<file path="src/verilog/uahc_consts.svh">
// Purpose: Offsets, field positions and reset values of the front-end control bank
// Assumes: 32-bit classic Wishbone, byte addresses, word aligned
// Notes:   Definitions only
`ifndef UAHC_CONSTS_SVH
`define UAHC_CONSTS_SVH

// ============================================================
// Register offsets
`define UAHC_OFS_AFE_CTRL   12'h0c8
`define UAHC_OFS_PORT_EN    12'h140
`define UAHC_OFS_EVT_STAT   12'h200
`define UAHC_OFS_EVT_EN     12'h204
`define UAHC_OFS_EVT_CLR    12'h208

// ============================================================
// Field positions
`define UAHC_BIT_TERM       29
`define UAHC_BIT_SQUELCH    28
`define UAHC_BIT_DISC       27
`define UAHC_SQT_HI         26
`define UAHC_SQT_LO         24
`define UAHC_BIT_MODE       24
`define UAHC_BIT_IMP        18
`define UAHC_BIT_SLEW       17
`define UAHC_BIT_SWAP       16
`define UAHC_EVT_DISC       0
`define UAHC_EVT_SQUELCH    1

// ============================================================
// Reset values and masks
`define UAHC_RST_SQT        3'h0
`define UAHC_RST_BIT        1'h0
`define UAHC_RST_EVT        2'h0
`define UAHC_MASK_CTRL      32'h3f00_0000
`define UAHC_MASK_PORT      32'h0107_0000
`define UAHC_MASK_EVT       32'h0000_0003
`define UAHC_RD_ZERO        32'h0000_0000

`endif

</file>
<file path="src/verilog/uahc_pkg.sv">
// Purpose: Types shared by the front-end control bank
// Assumes: Constants come from uahc_consts.svh
// Notes:   Packed structs carry grouped signals
package uahc_pkg;

	// ============================================================
	// Configuration image presented by the loader
	typedef struct packed {
		logic [2:0] squelch_threshold;
		logic       pad_impedance;
		logic       slew_adjust;
		logic       swap;
	} uahc_image_t;

	// ============================================================
	// Settings driven to the analog front end and pads
	typedef struct packed {
		logic       hs_termination_on;
		logic [2:0] squelch_threshold_tune;
		logic       interchip_mode_select;
		logic       pad_impedance_select;
		logic       pad_slew_adjust;
		logic       data_strobe_swap;
	} uahc_afe_cfg_t;

	// ============================================================
	// Whole state of the bank
	typedef struct packed {
		logic          ack;
		logic [31:0]   rdata;
		uahc_afe_cfg_t cfg;
		uahc_image_t   img;
		logic          sq_s1;
		logic          sq_s2;
		logic          dc_s1;
		logic          dc_s2;
		logic          disc_flag;
		logic          sq_prev;
		logic          strap_pend;
		logic [1:0]    evt_stat;
		logic [1:0]    evt_en;
	} uahc_state_t;

endpackage : uahc_pkg

</file>
<file path="src/verilog/uahc_regs.sv">
// Purpose: Front-end and inter-chip port control registers on classic Wishbone
// Assumes: Loader resolves EEPROM, OTP or zero into image inputs
// Notes:   Single clock, synchronous reset, clock enable freezes all state
//
// Behaviour
// - Bit 29 drives HS termination enable
// - Bit 28 shows active-low squelch status
// - Bit 27 shows HS disconnect status
// - Disconnect captured only at EOP bit 32
// - Bits 26:24 pass squelch tune code
// - Reset protection shields squelch tune field
// - Squelch tune loads image value, else zero
// - USB or lite reset restores squelch image
// - Port bit 24 selects USB or inter-chip
// - Mode resets to strap pin level
// - Bit 18 selects 40 or 50 ohm
// - Bit 17 enables 30 percent slew adjust
// - Bit 16 swaps data and strobe pins
// - Pad bits load and restore image values
`timescale 1ns/10ps
`include "uahc_consts.svh"

module uahc_regs
	import uahc_pkg::*;
#(
	parameter int ADDR_W = 12
)(
	input  wire logic              clk,
	input  wire logic              sys_rst,
	input  wire logic              ce,
	input  wire logic [ADDR_W-1:0] wb_adr_i,
	input  wire logic [31:0]       wb_dat_i,
	input  wire logic [3:0]        wb_sel_i,
	input  wire logic              wb_we_i,
	input  wire logic              wb_cyc_i,
	input  wire logic              wb_stb_i,
	output logic [31:0]            wb_dat_o,
	output logic                   wb_ack_o,
	input  wire logic              afe_squelch_n,
	input  wire logic              afe_disconnect,
	input  wire logic              hs_eop_bit32,
	input  wire logic              interchip_strap_pin,
	input  wire logic              image_load,
	input  wire uahc_image_t       image_in,
	input  wire logic              usb_reset,
	input  wire logic              lite_reset,
	input  wire logic              reset_protect,
	output uahc_afe_cfg_t          afe_cfg,
	output logic                   irq
);

	// ============================================================
	// Address decode
	function automatic logic hit(input logic [ADDR_W-1:0] a, input logic [11:0] ofs);
		hit = (a[ADDR_W-1:2] == ofs[ADDR_W-1:2]);
	endfunction : hit

	uahc_state_t q_reg;
	uahc_state_t q_next;
	logic        req;
	logic        wr_ctrl;
	logic        wr_port;
	logic        rst_evt;
	logic        sq_wr;
	logic        pad_wr;
	logic        rd_ctrl;
	logic        clr_wr;

	assign req     = wb_cyc_i && wb_stb_i && !q_reg.ack;
	assign wr_ctrl = req && wb_we_i && hit(wb_adr_i, `UAHC_OFS_AFE_CTRL);
	assign wr_port = req && wb_we_i && hit(wb_adr_i, `UAHC_OFS_PORT_EN);
	assign rst_evt = usb_reset || lite_reset;
	assign sq_wr   = wr_ctrl && wb_sel_i[3];
	assign pad_wr  = wr_port && wb_sel_i[2];
	assign rd_ctrl = req && !wb_we_i && hit(wb_adr_i, `UAHC_OFS_AFE_CTRL);
	assign clr_wr  = req && wb_we_i && hit(wb_adr_i, `UAHC_OFS_EVT_CLR) && wb_sel_i[0];

	// ============================================================
	// Next state
	always_comb
	begin
		q_next     = q_reg;
		q_next.ack = req;
		// Two-flop synchronisers, second stage is the only reader
		q_next.sq_s1 = afe_squelch_n;
		q_next.sq_s2 = q_reg.sq_s1;
		q_next.dc_s1 = afe_disconnect;
		q_next.dc_s2 = q_reg.dc_s1;
		q_next.sq_prev = q_reg.sq_s2;
		// Disconnect is only meaningful at the 32nd bit of an HS EOP
		if (hs_eop_bit32)
		begin
			q_next.disc_flag = q_reg.dc_s2;
		end

		// Bus writes, reserved bits dropped by field picking
		if (wr_ctrl && wb_sel_i[3])
		begin
			q_next.cfg.hs_termination_on = wb_dat_i[`UAHC_BIT_TERM];
			q_next.cfg.squelch_threshold_tune =
				wb_dat_i[`UAHC_SQT_HI:`UAHC_SQT_LO];
		end
		if (wr_port && wb_sel_i[3])
		begin
			q_next.cfg.interchip_mode_select = wb_dat_i[`UAHC_BIT_MODE];
		end
		if (wr_port && wb_sel_i[2])
		begin
			q_next.cfg.pad_impedance_select = wb_dat_i[`UAHC_BIT_IMP];
			q_next.cfg.pad_slew_adjust = wb_dat_i[`UAHC_BIT_SLEW];
			q_next.cfg.data_strobe_swap = wb_dat_i[`UAHC_BIT_SWAP];
		end
		if (req && wb_we_i && hit(wb_adr_i, `UAHC_OFS_EVT_EN) && wb_sel_i[0])
		begin
			q_next.evt_en = wb_dat_i[1:0];
		end
		if (req && wb_we_i && hit(wb_adr_i, `UAHC_OFS_EVT_CLR) && wb_sel_i[0])
		begin
			q_next.evt_stat = q_reg.evt_stat & ~wb_dat_i[1:0];
		end

		// USB or lite reset restores the last image; protection keeps the tune
		if (rst_evt)
		begin
			if (!reset_protect)
			begin
				q_next.cfg.squelch_threshold_tune = q_reg.img.squelch_threshold;
			end
			q_next.cfg.pad_impedance_select = q_reg.img.pad_impedance;
			q_next.cfg.pad_slew_adjust = q_reg.img.slew_adjust;
			q_next.cfg.data_strobe_swap = q_reg.img.swap;
		end
		// Image load wins over everything: it is the new default
		if (image_load)
		begin
			q_next.img = image_in;
			q_next.cfg.squelch_threshold_tune = image_in.squelch_threshold;
			q_next.cfg.pad_impedance_select = image_in.pad_impedance;
			q_next.cfg.pad_slew_adjust = image_in.slew_adjust;
			q_next.cfg.data_strobe_swap = image_in.swap;
		end
		// Strap taken one clocked cycle after reset release
		if (q_reg.strap_pend)
		begin
			q_next.strap_pend = 1'b0;
			q_next.cfg.interchip_mode_select = interchip_strap_pin;
		end

		// Event capture: set wins over a clear in the same cycle
		if (hs_eop_bit32 && q_reg.dc_s2 && !q_reg.disc_flag)
		begin
			q_next.evt_stat[`UAHC_EVT_DISC] = 1'b1;
		end
		if (q_reg.sq_s2 && !q_reg.sq_prev)
		begin
			q_next.evt_stat[`UAHC_EVT_SQUELCH] = 1'b1;
		end

		// Read data; unmapped and write-only addresses read zero
		q_next.rdata = `UAHC_RD_ZERO;
		if (req && !wb_we_i)
		begin
			if (hit(wb_adr_i, `UAHC_OFS_AFE_CTRL))
			begin
				q_next.rdata[`UAHC_BIT_TERM] = q_reg.cfg.hs_termination_on;
				q_next.rdata[`UAHC_BIT_SQUELCH] = q_reg.sq_s2;
				q_next.rdata[`UAHC_BIT_DISC] = q_reg.disc_flag;
				q_next.rdata[`UAHC_SQT_HI:`UAHC_SQT_LO] =
					q_reg.cfg.squelch_threshold_tune;
			end
			else if (hit(wb_adr_i, `UAHC_OFS_PORT_EN))
			begin
				q_next.rdata[`UAHC_BIT_MODE] = q_reg.cfg.interchip_mode_select;
				q_next.rdata[`UAHC_BIT_IMP] = q_reg.cfg.pad_impedance_select;
				q_next.rdata[`UAHC_BIT_SLEW] = q_reg.cfg.pad_slew_adjust;
				q_next.rdata[`UAHC_BIT_SWAP] = q_reg.cfg.data_strobe_swap;
			end
			else if (hit(wb_adr_i, `UAHC_OFS_EVT_STAT))
			begin
				q_next.rdata[1:0] = q_reg.evt_stat;
			end
			else if (hit(wb_adr_i, `UAHC_OFS_EVT_EN))
			begin
				q_next.rdata[1:0] = q_reg.evt_en;
			end
		end
	end

	// ============================================================
	// State register
	always_ff @(posedge clk)
	begin
		if (sys_rst)
		begin
			q_reg                 <= '0;
			q_reg.cfg.squelch_threshold_tune <= `UAHC_RST_SQT;
			q_reg.img.squelch_threshold      <= `UAHC_RST_SQT;
			q_reg.evt_stat        <= `UAHC_RST_EVT;
			q_reg.evt_en          <= `UAHC_RST_EVT;
			q_reg.strap_pend      <= 1'b1;
		end
		else if (ce)
		begin
			q_reg <= q_next;
		end
	end

	// ============================================================
	// Outputs
	assign wb_ack_o = q_reg.ack;
	assign wb_dat_o = q_reg.rdata;
	assign afe_cfg  = q_reg.cfg;
	assign irq      = |(q_reg.evt_stat & q_reg.evt_en);
endmodule : uahc_regs

</file>
<file path="config.mk">
export PLATFORM = sky130hd
export DESIGN_NAME = uahc_regs
export DESIGN_NICKNAME = d
export VERILOG_FILES = /design/src/verilog/uahc_pkg.sv /design/src/verilog/uahc_regs.sv
export VERILOG_INCLUDE_DIRS = /design/src /design/src/verilog
export SDC_FILE = /design/constraint.sdc
export NUM_CORES = 1
export LEC_CHECK = 0
export ABC_AREA = 1
export ABC_CLOCK_PERIOD_IN_PS = 1050
export BUFFER_PORTS_ARGS = -buffer_cell sky130_fd_sc_hd__clkbuf_2
export CAP_MARGIN = 40
export CORE_MARGIN = 1.5
export CORE_UTILIZATION = 35
export CTS_CLUSTER_SIZE = 24
export DETAILED_ROUTE_END_ITERATION = 6
export GPL_ROUTABILITY_DRIVEN = 0
export PLACE_DENSITY = 0.67
export SYNTH_ARGS = -nofsm -noshare
export SYNTH_HDL_FRONTEND = slang
export SYNTH_SLANG_ARGS = --single-unit
</file>
<file path="constraint.sdc">
create_clock -name clk -period 1.05 [get_ports clk]
set_input_delay 0.21 -clock clk [delete_from_list [all_inputs] [get_ports clk]]
set_output_delay 0.21 -clock clk [all_outputs]
set_load 0.01 [all_outputs]
</file>
# After elaboration in Yosys (flattened, before gate mapping)

Cells that the tools add are included.
W data, S select, Z words.

Shift operators: 0
Add/sub/neg operators: 0
Mux-type cells: 24
Reduce and logical (&&, ||, !) cells: 34
Bitwise gates (word level): 3
Multiply operators: 0
Divide/modulo/power cells: 0
Equality and inequality tests: 5
$lt $le $gt $ge: 0

Operators by type and width:

| operator              | count |
|---|---|
| $eq A10 B8 Y1 const B | 3 |
| $mux W3               | 9 |
| $logic_and A1 B1 Y1   | 16 |
| $reduce_and A2 Y1     | 8 |
| $mux W2               | 6 |
| $eq A10 B6 Y1 const B | 1 |
| $eq A10 B7 Y1 const B | 1 |
| $mux W9               | 1 |
| $mux W1               | 6 |
| $mux W6               | 1 |
| $reduce_bool A2 Y1    | 3 |
| $mux W5               | 1 |
| $and A2 B2 Y2         | 2 |
| $logic_not A1 Y1      | 4 |
| $reduce_bool A3 Y1    | 1 |
| $not A2 Y2            | 1 |
| $reduce_or A2 Y1      | 1 |
| $logic_or A1 B1 Y1    | 1 |

RAM bits: 0
Bits of input ports: 68
Register bits: 37
Memories kept: 0
Bits in read-only memories: 0
Latch bits: 0
Output and inout port bits: 42

# Logic depth before layout (Yosys ltp)

Depth in word-level cells: 9
Gate-level depth with buffers: 9
Depth with buffers taken out: 9

# Worst setup path after synthesis

No wires, ideal clock.

Path type: register -> register
From: register q_reg, in the netlist wb_ack_o
To: register q_reg, in the netlist wb_dat_o[0]
Arrival: 1.094 ns
Cell stages (with the launch flop): 8
Required time: 0.980 ns
Period minus slack after synthesis: 1.165 ns
Path slack: -0.115 ns
Cells stage by stage: dfxtp_1 -> inv_1 -> nand4_1 -> nor2_1 -> nand2_1 -> nor2_1 -> nand2_1 -> a21oi_1

Word-level cells in the longest chain between the ends: 4

Ends and longest elaborated chain:

| element                | RTL line         | text |
|---|---|---|
| from (decl)            | uahc_regs.sv:58  | `uahc_state_t q_reg;` |
| from (signal assigned) | uahc_regs.sv:204 | `q_reg <= q_next;` |
| $logic_not A1 Y1       | uahc_regs.sv:69  | `assign req = wb_cyc_i && wb_stb_i && !q_reg.ack;` |
| $logic_and A1 B1 Y1    | uahc_regs.sv:69  |  |
| $logic_and A1 B1 Y1    | uahc_regs.sv:161 | `if (req && !wb_we_i)` |
| $mux W2                | uahc_regs.sv:161 |  |

No other way between the ends.
A chain may end at the register's enable or synchronous reset.

# Worst setup path in the final report

From: register q_reg, in the netlist wb_ack_o
To: register q_reg, in the netlist afe_cfg[5]

Word-level cells in the longest chain between the ends: 9

Ends and longest elaborated chain:

| element                            | RTL line         | text |
|---|---|---|
| $logic_not A1 Y1 *                 | uahc_regs.sv:69  |  |
| $logic_and A1 B1 Y1 *              | uahc_regs.sv:69  |  |
| $logic_and A1 B1 Y1 * (2 in a row) | uahc_regs.sv:70  | `` assign wr_ctrl = req && wb_we_i && hit(wb_adr_i, `UAHC_OFS_AFE_CTRL); `` |
| $logic_and A1 B1 Y1 *              | uahc_regs.sv:97  | `if (wr_ctrl && wb_sel_i[3])` |
| $mux W3 *                          | uahc_regs.sv:97  |  |
| $mux W3                            | uahc_regs.sv:125 | `if (!reset_protect)` |
| $mux W3 *                          | uahc_regs.sv:123 | `if (rst_evt)` |
| $mux W3 *                          | uahc_regs.sv:134 | `if (image_load)` |

Mark *: on every way between the ends. The rest lies on a longest branch, timed or not.

==> results.ini <==
[worst_setup_path]
critical_path.endpoint_type=flop
critPathMaxFanout=5
timing.setup.critical_path_class=reg2reg
setup.worst_path.start_class=flop
worstPathRequired_ps=1220
cp_data_arrival_time_ps=1400

[logic_synthesis]
yosys.cell_types.count=26
netlist_top_cells_area=sky130_fd_sc_hd__dfxtp_1 35%, sky130_fd_sc_hd__buf_4 15%, sky130_fd_sc_hd__nand2_1 11%, sky130_fd_sc_hd__a21oi_1 7.6%, sky130_fd_sc_hd__nor2_1 6.6%
ys_ff_latch=37
synth_enable_flop_cells=0
synth.yosys.seq_area_share_pct=35.30
commonest_register_cell_after_synthesis=sky130_fd_sc_hd__dfxtp_1
synth-warning-count=0
async_reset_ff_share_pct=0
synth_top_cell_area_share_pct=35.30
synth_top_cell_by_area=sky130_fd_sc_hd__dfxtp_1
avgSynthCellArea_um2=6.880
netlist_instances=305
synthesis.area_um2=2098

[final_layout]
largest_register_ff_count=14
finished_core_util_pct=47.71
finish.net_count=442
fraction_of_layout_cells_with_a_size_suffix_above_1_pct=41.60
insertedDiodeCount=0
final_cell_count_no_fill=450
area.growth.synth_to_final_pct=33.04
final_area_um2=2791

[detailed_routing]
detailedRoute.firstPassIterationCount=4
avgViaCountPerCell=4.600
wirelength_mm=5.383
number_of_nets_still_failing_antenna_checks_after_routing=0
num_vias=2070
drc=0
detailedRoute.firstIterationViolations=87
detail_route.wl_per_cell_um=11.96

[clocking]
cts-root-buf=sky130_fd_sc_hd__clkbuf_8
cts.sinks=37
cts_max_path_buffers=2
tritoncts_clock_tree=built
worst_skew_pair.late_latency_ps=290
numCtsBuffers=5
cts-htree-levels=2
clk_pin_slew_worst_paths_ps=70

[placed_design]
numPlacedInstances=436
dp_slack_ps=-272.3
dpl_cell_area_um2=2421
half_perimeter_wire_length_after_placement_mm=4.029
portBuffers=62

[timing]
fmaxAchievable_mhz=816.2
grt_setup_unrepaired=yes
timing.setup.tns_ps=-3007
min_period_over_period_pct=116.7
final_period_minus_worst_setup_slack_ps=1225
fin_worst_skew_ps=4.257
timing.final.hold_violations=0
hold_slack_ps=141.2
setup_viol=25
finalWorstSetupSlack_ps=-175.3
slew_violations=0

[run_status]
failed_checks=setup timing
run_status=finished, violations left

[floorplan]
fp.dieW_um=80.43
num_io_pins=110
initial_core_util_pct=35.86
floorplan.die.height_um=80.43
floorplan_die_area_um2=6468
rows=28
core-area_um2=5851

[grt]
grt_max_degree=24
grt_pass1_vias=1947
grt_util_all_layers_pct=17.77
grt_pass1_wl_mm=8.887
initial_antenna_violation_count=0
grt.overflow.total=0

[power_and_ir_drop]
max-vdd-ir-drop_uv=749.4
power-per-cell-area_nw_per_um2=1190
post-layout-total-power_mw=3.322
p_leak_nw=1.302

[run]
drv_cap=0

[min_path]
min_path_type=in2reg

==> cell type report <==
cell class	instances	area [um^2]
fillers	581	3059
multi-input cells	216	1177
flip-flops and latches	37	753.2
repair buffers	90	554.3
well taps	75	93.84
inverters	24	92.59
clock buffers	6	82.58
clock inverters	2	37.54
==> what timing repair did <==
item                                    in CTS  in global routing
gates resized for setup                     33                 25
hold buffers                                 0                  0
setup buffers                                4                  2
pin swaps                                   23                 18
endpoints found under the setup margin      30                 30
==> cells in the mapped netlist, types with 2 or more instances <==
library cell	instances
sky130_fd_sc_hd__a21oi_1	32
sky130_fd_sc_hd__nand3_1	21
sky130_fd_sc_hd__nor2_4	2
sky130_fd_sc_hd__nand2_1	63
sky130_fd_sc_hd__nand4_1	6
sky130_fd_sc_hd__dfxtp_1	37
sky130_fd_sc_hd__nor3_1	4
sky130_fd_sc_hd__a31oi_1	2
sky130_fd_sc_hd__nand3_2	2
sky130_fd_sc_hd__clkbuf_1	3
sky130_fd_sc_hd__buf_2	3
sky130_fd_sc_hd__inv_1	23
sky130_fd_sc_hd__buf_4	41
sky130_fd_sc_hd__nor2_2	3
sky130_fd_sc_hd__nor2_1	37
sky130_fd_sc_hd__o21ai_0	16
==> where the power goes <==
| group | total, mW | internal, mW | switching, mW | leakage, nW |
|---|---|---|---|---|
| clock network | 1.30 | 0.772 | 0.525 | 0.0574 |
| logic | 0.523 | 0.221 | 0.303 | 0.938 |
| registers | 1.50 | 1.46 | 0.0418 | 0.306 |
==> worst max-delay path, cell delays in order (launching register included) <==
cell,delay [ps]
sky130_fd_sc_hd__dfxtp_2,330
sky130_fd_sc_hd__inv_2,70
sky130_fd_sc_hd__nand4_4,110
sky130_fd_sc_hd__nor2_4,180
sky130_fd_sc_hd__nand2_4,110
sky130_fd_sc_hd__nand2_2,80
sky130_fd_sc_hd__nand3_2,80
sky130_fd_sc_hd__nand2_2,100
sky130_fd_sc_hd__a21oi_2,50
==> cell families after synthesis <==
| family | Yosys count | share of synthesized area [%] |
|---|---|---|
| compound gates | 51 | 12.46 |
| buf+inv | 72 | 20.75 |
| other cells | 1 | 0.1787 |
| mux | 1 | 0.4771 |
| simple gates | 143 | 30.83 |
| flops | 37 | 35.30 |
==> path summary, 6_finish.rpt <==
check                                             from                       to  slack (ps)  cells past startpoint
worst max register to register   wb_ack_o$_SDFFE_PP0P_  afe_cfg[5]$_SDFFE_PP0P_        -180                      8
worst min register to register  q_reg[16]$_SDFFE_PP0P_   q_reg[16]$_SDFFE_PP0P_         460                      2
worst min-delay path                    afe_disconnect   q_next[7]$_SDFFE_PP0P_         140                      3
worst max-delay path             wb_ack_o$_SDFFE_PP0P_  afe_cfg[5]$_SDFFE_PP0P_        -180                      8
==> placed cells by master, fill, tap and decap left out, types with 7 or more instances in the layout <==
master                     Yosys  final
sky130_fd_sc_hd__nand2_1      63     54
sky130_fd_sc_hd__conb_1        1     21
sky130_fd_sc_hd__nand3_2       2     14
sky130_fd_sc_hd__nand2_2       0      7
sky130_fd_sc_hd__nor2_4        2      7
sky130_fd_sc_hd__dfxtp_2       0     10
sky130_fd_sc_hd__clkbuf_2      0     61
sky130_fd_sc_hd__a21oi_1      32     27
sky130_fd_sc_hd__inv_1        23     20
sky130_fd_sc_hd__buf_4        41     23
sky130_fd_sc_hd__nand3_1      21      8
sky130_fd_sc_hd__dfxtp_1      37     27
sky130_fd_sc_hd__nor2_1       37     32
sky130_fd_sc_hd__o21ai_0      16     16
==> metal layers <==
| layer | GRT usage (%) | share of wire (%) | vias up |
|---|---|---|---|
| li1 | - | - | 1063 |
| met1 | 21.80 | 43 | 936 |
| met2 | 29.58 | 49 | 60 |
| met3 | 5.114 | 6.0 | 11 |
| met4 | 6.034 | 1.9 | 0 |
| met5 | 0 | 0 | - |
No activity file was read; power rests on OpenSTA's default activity.
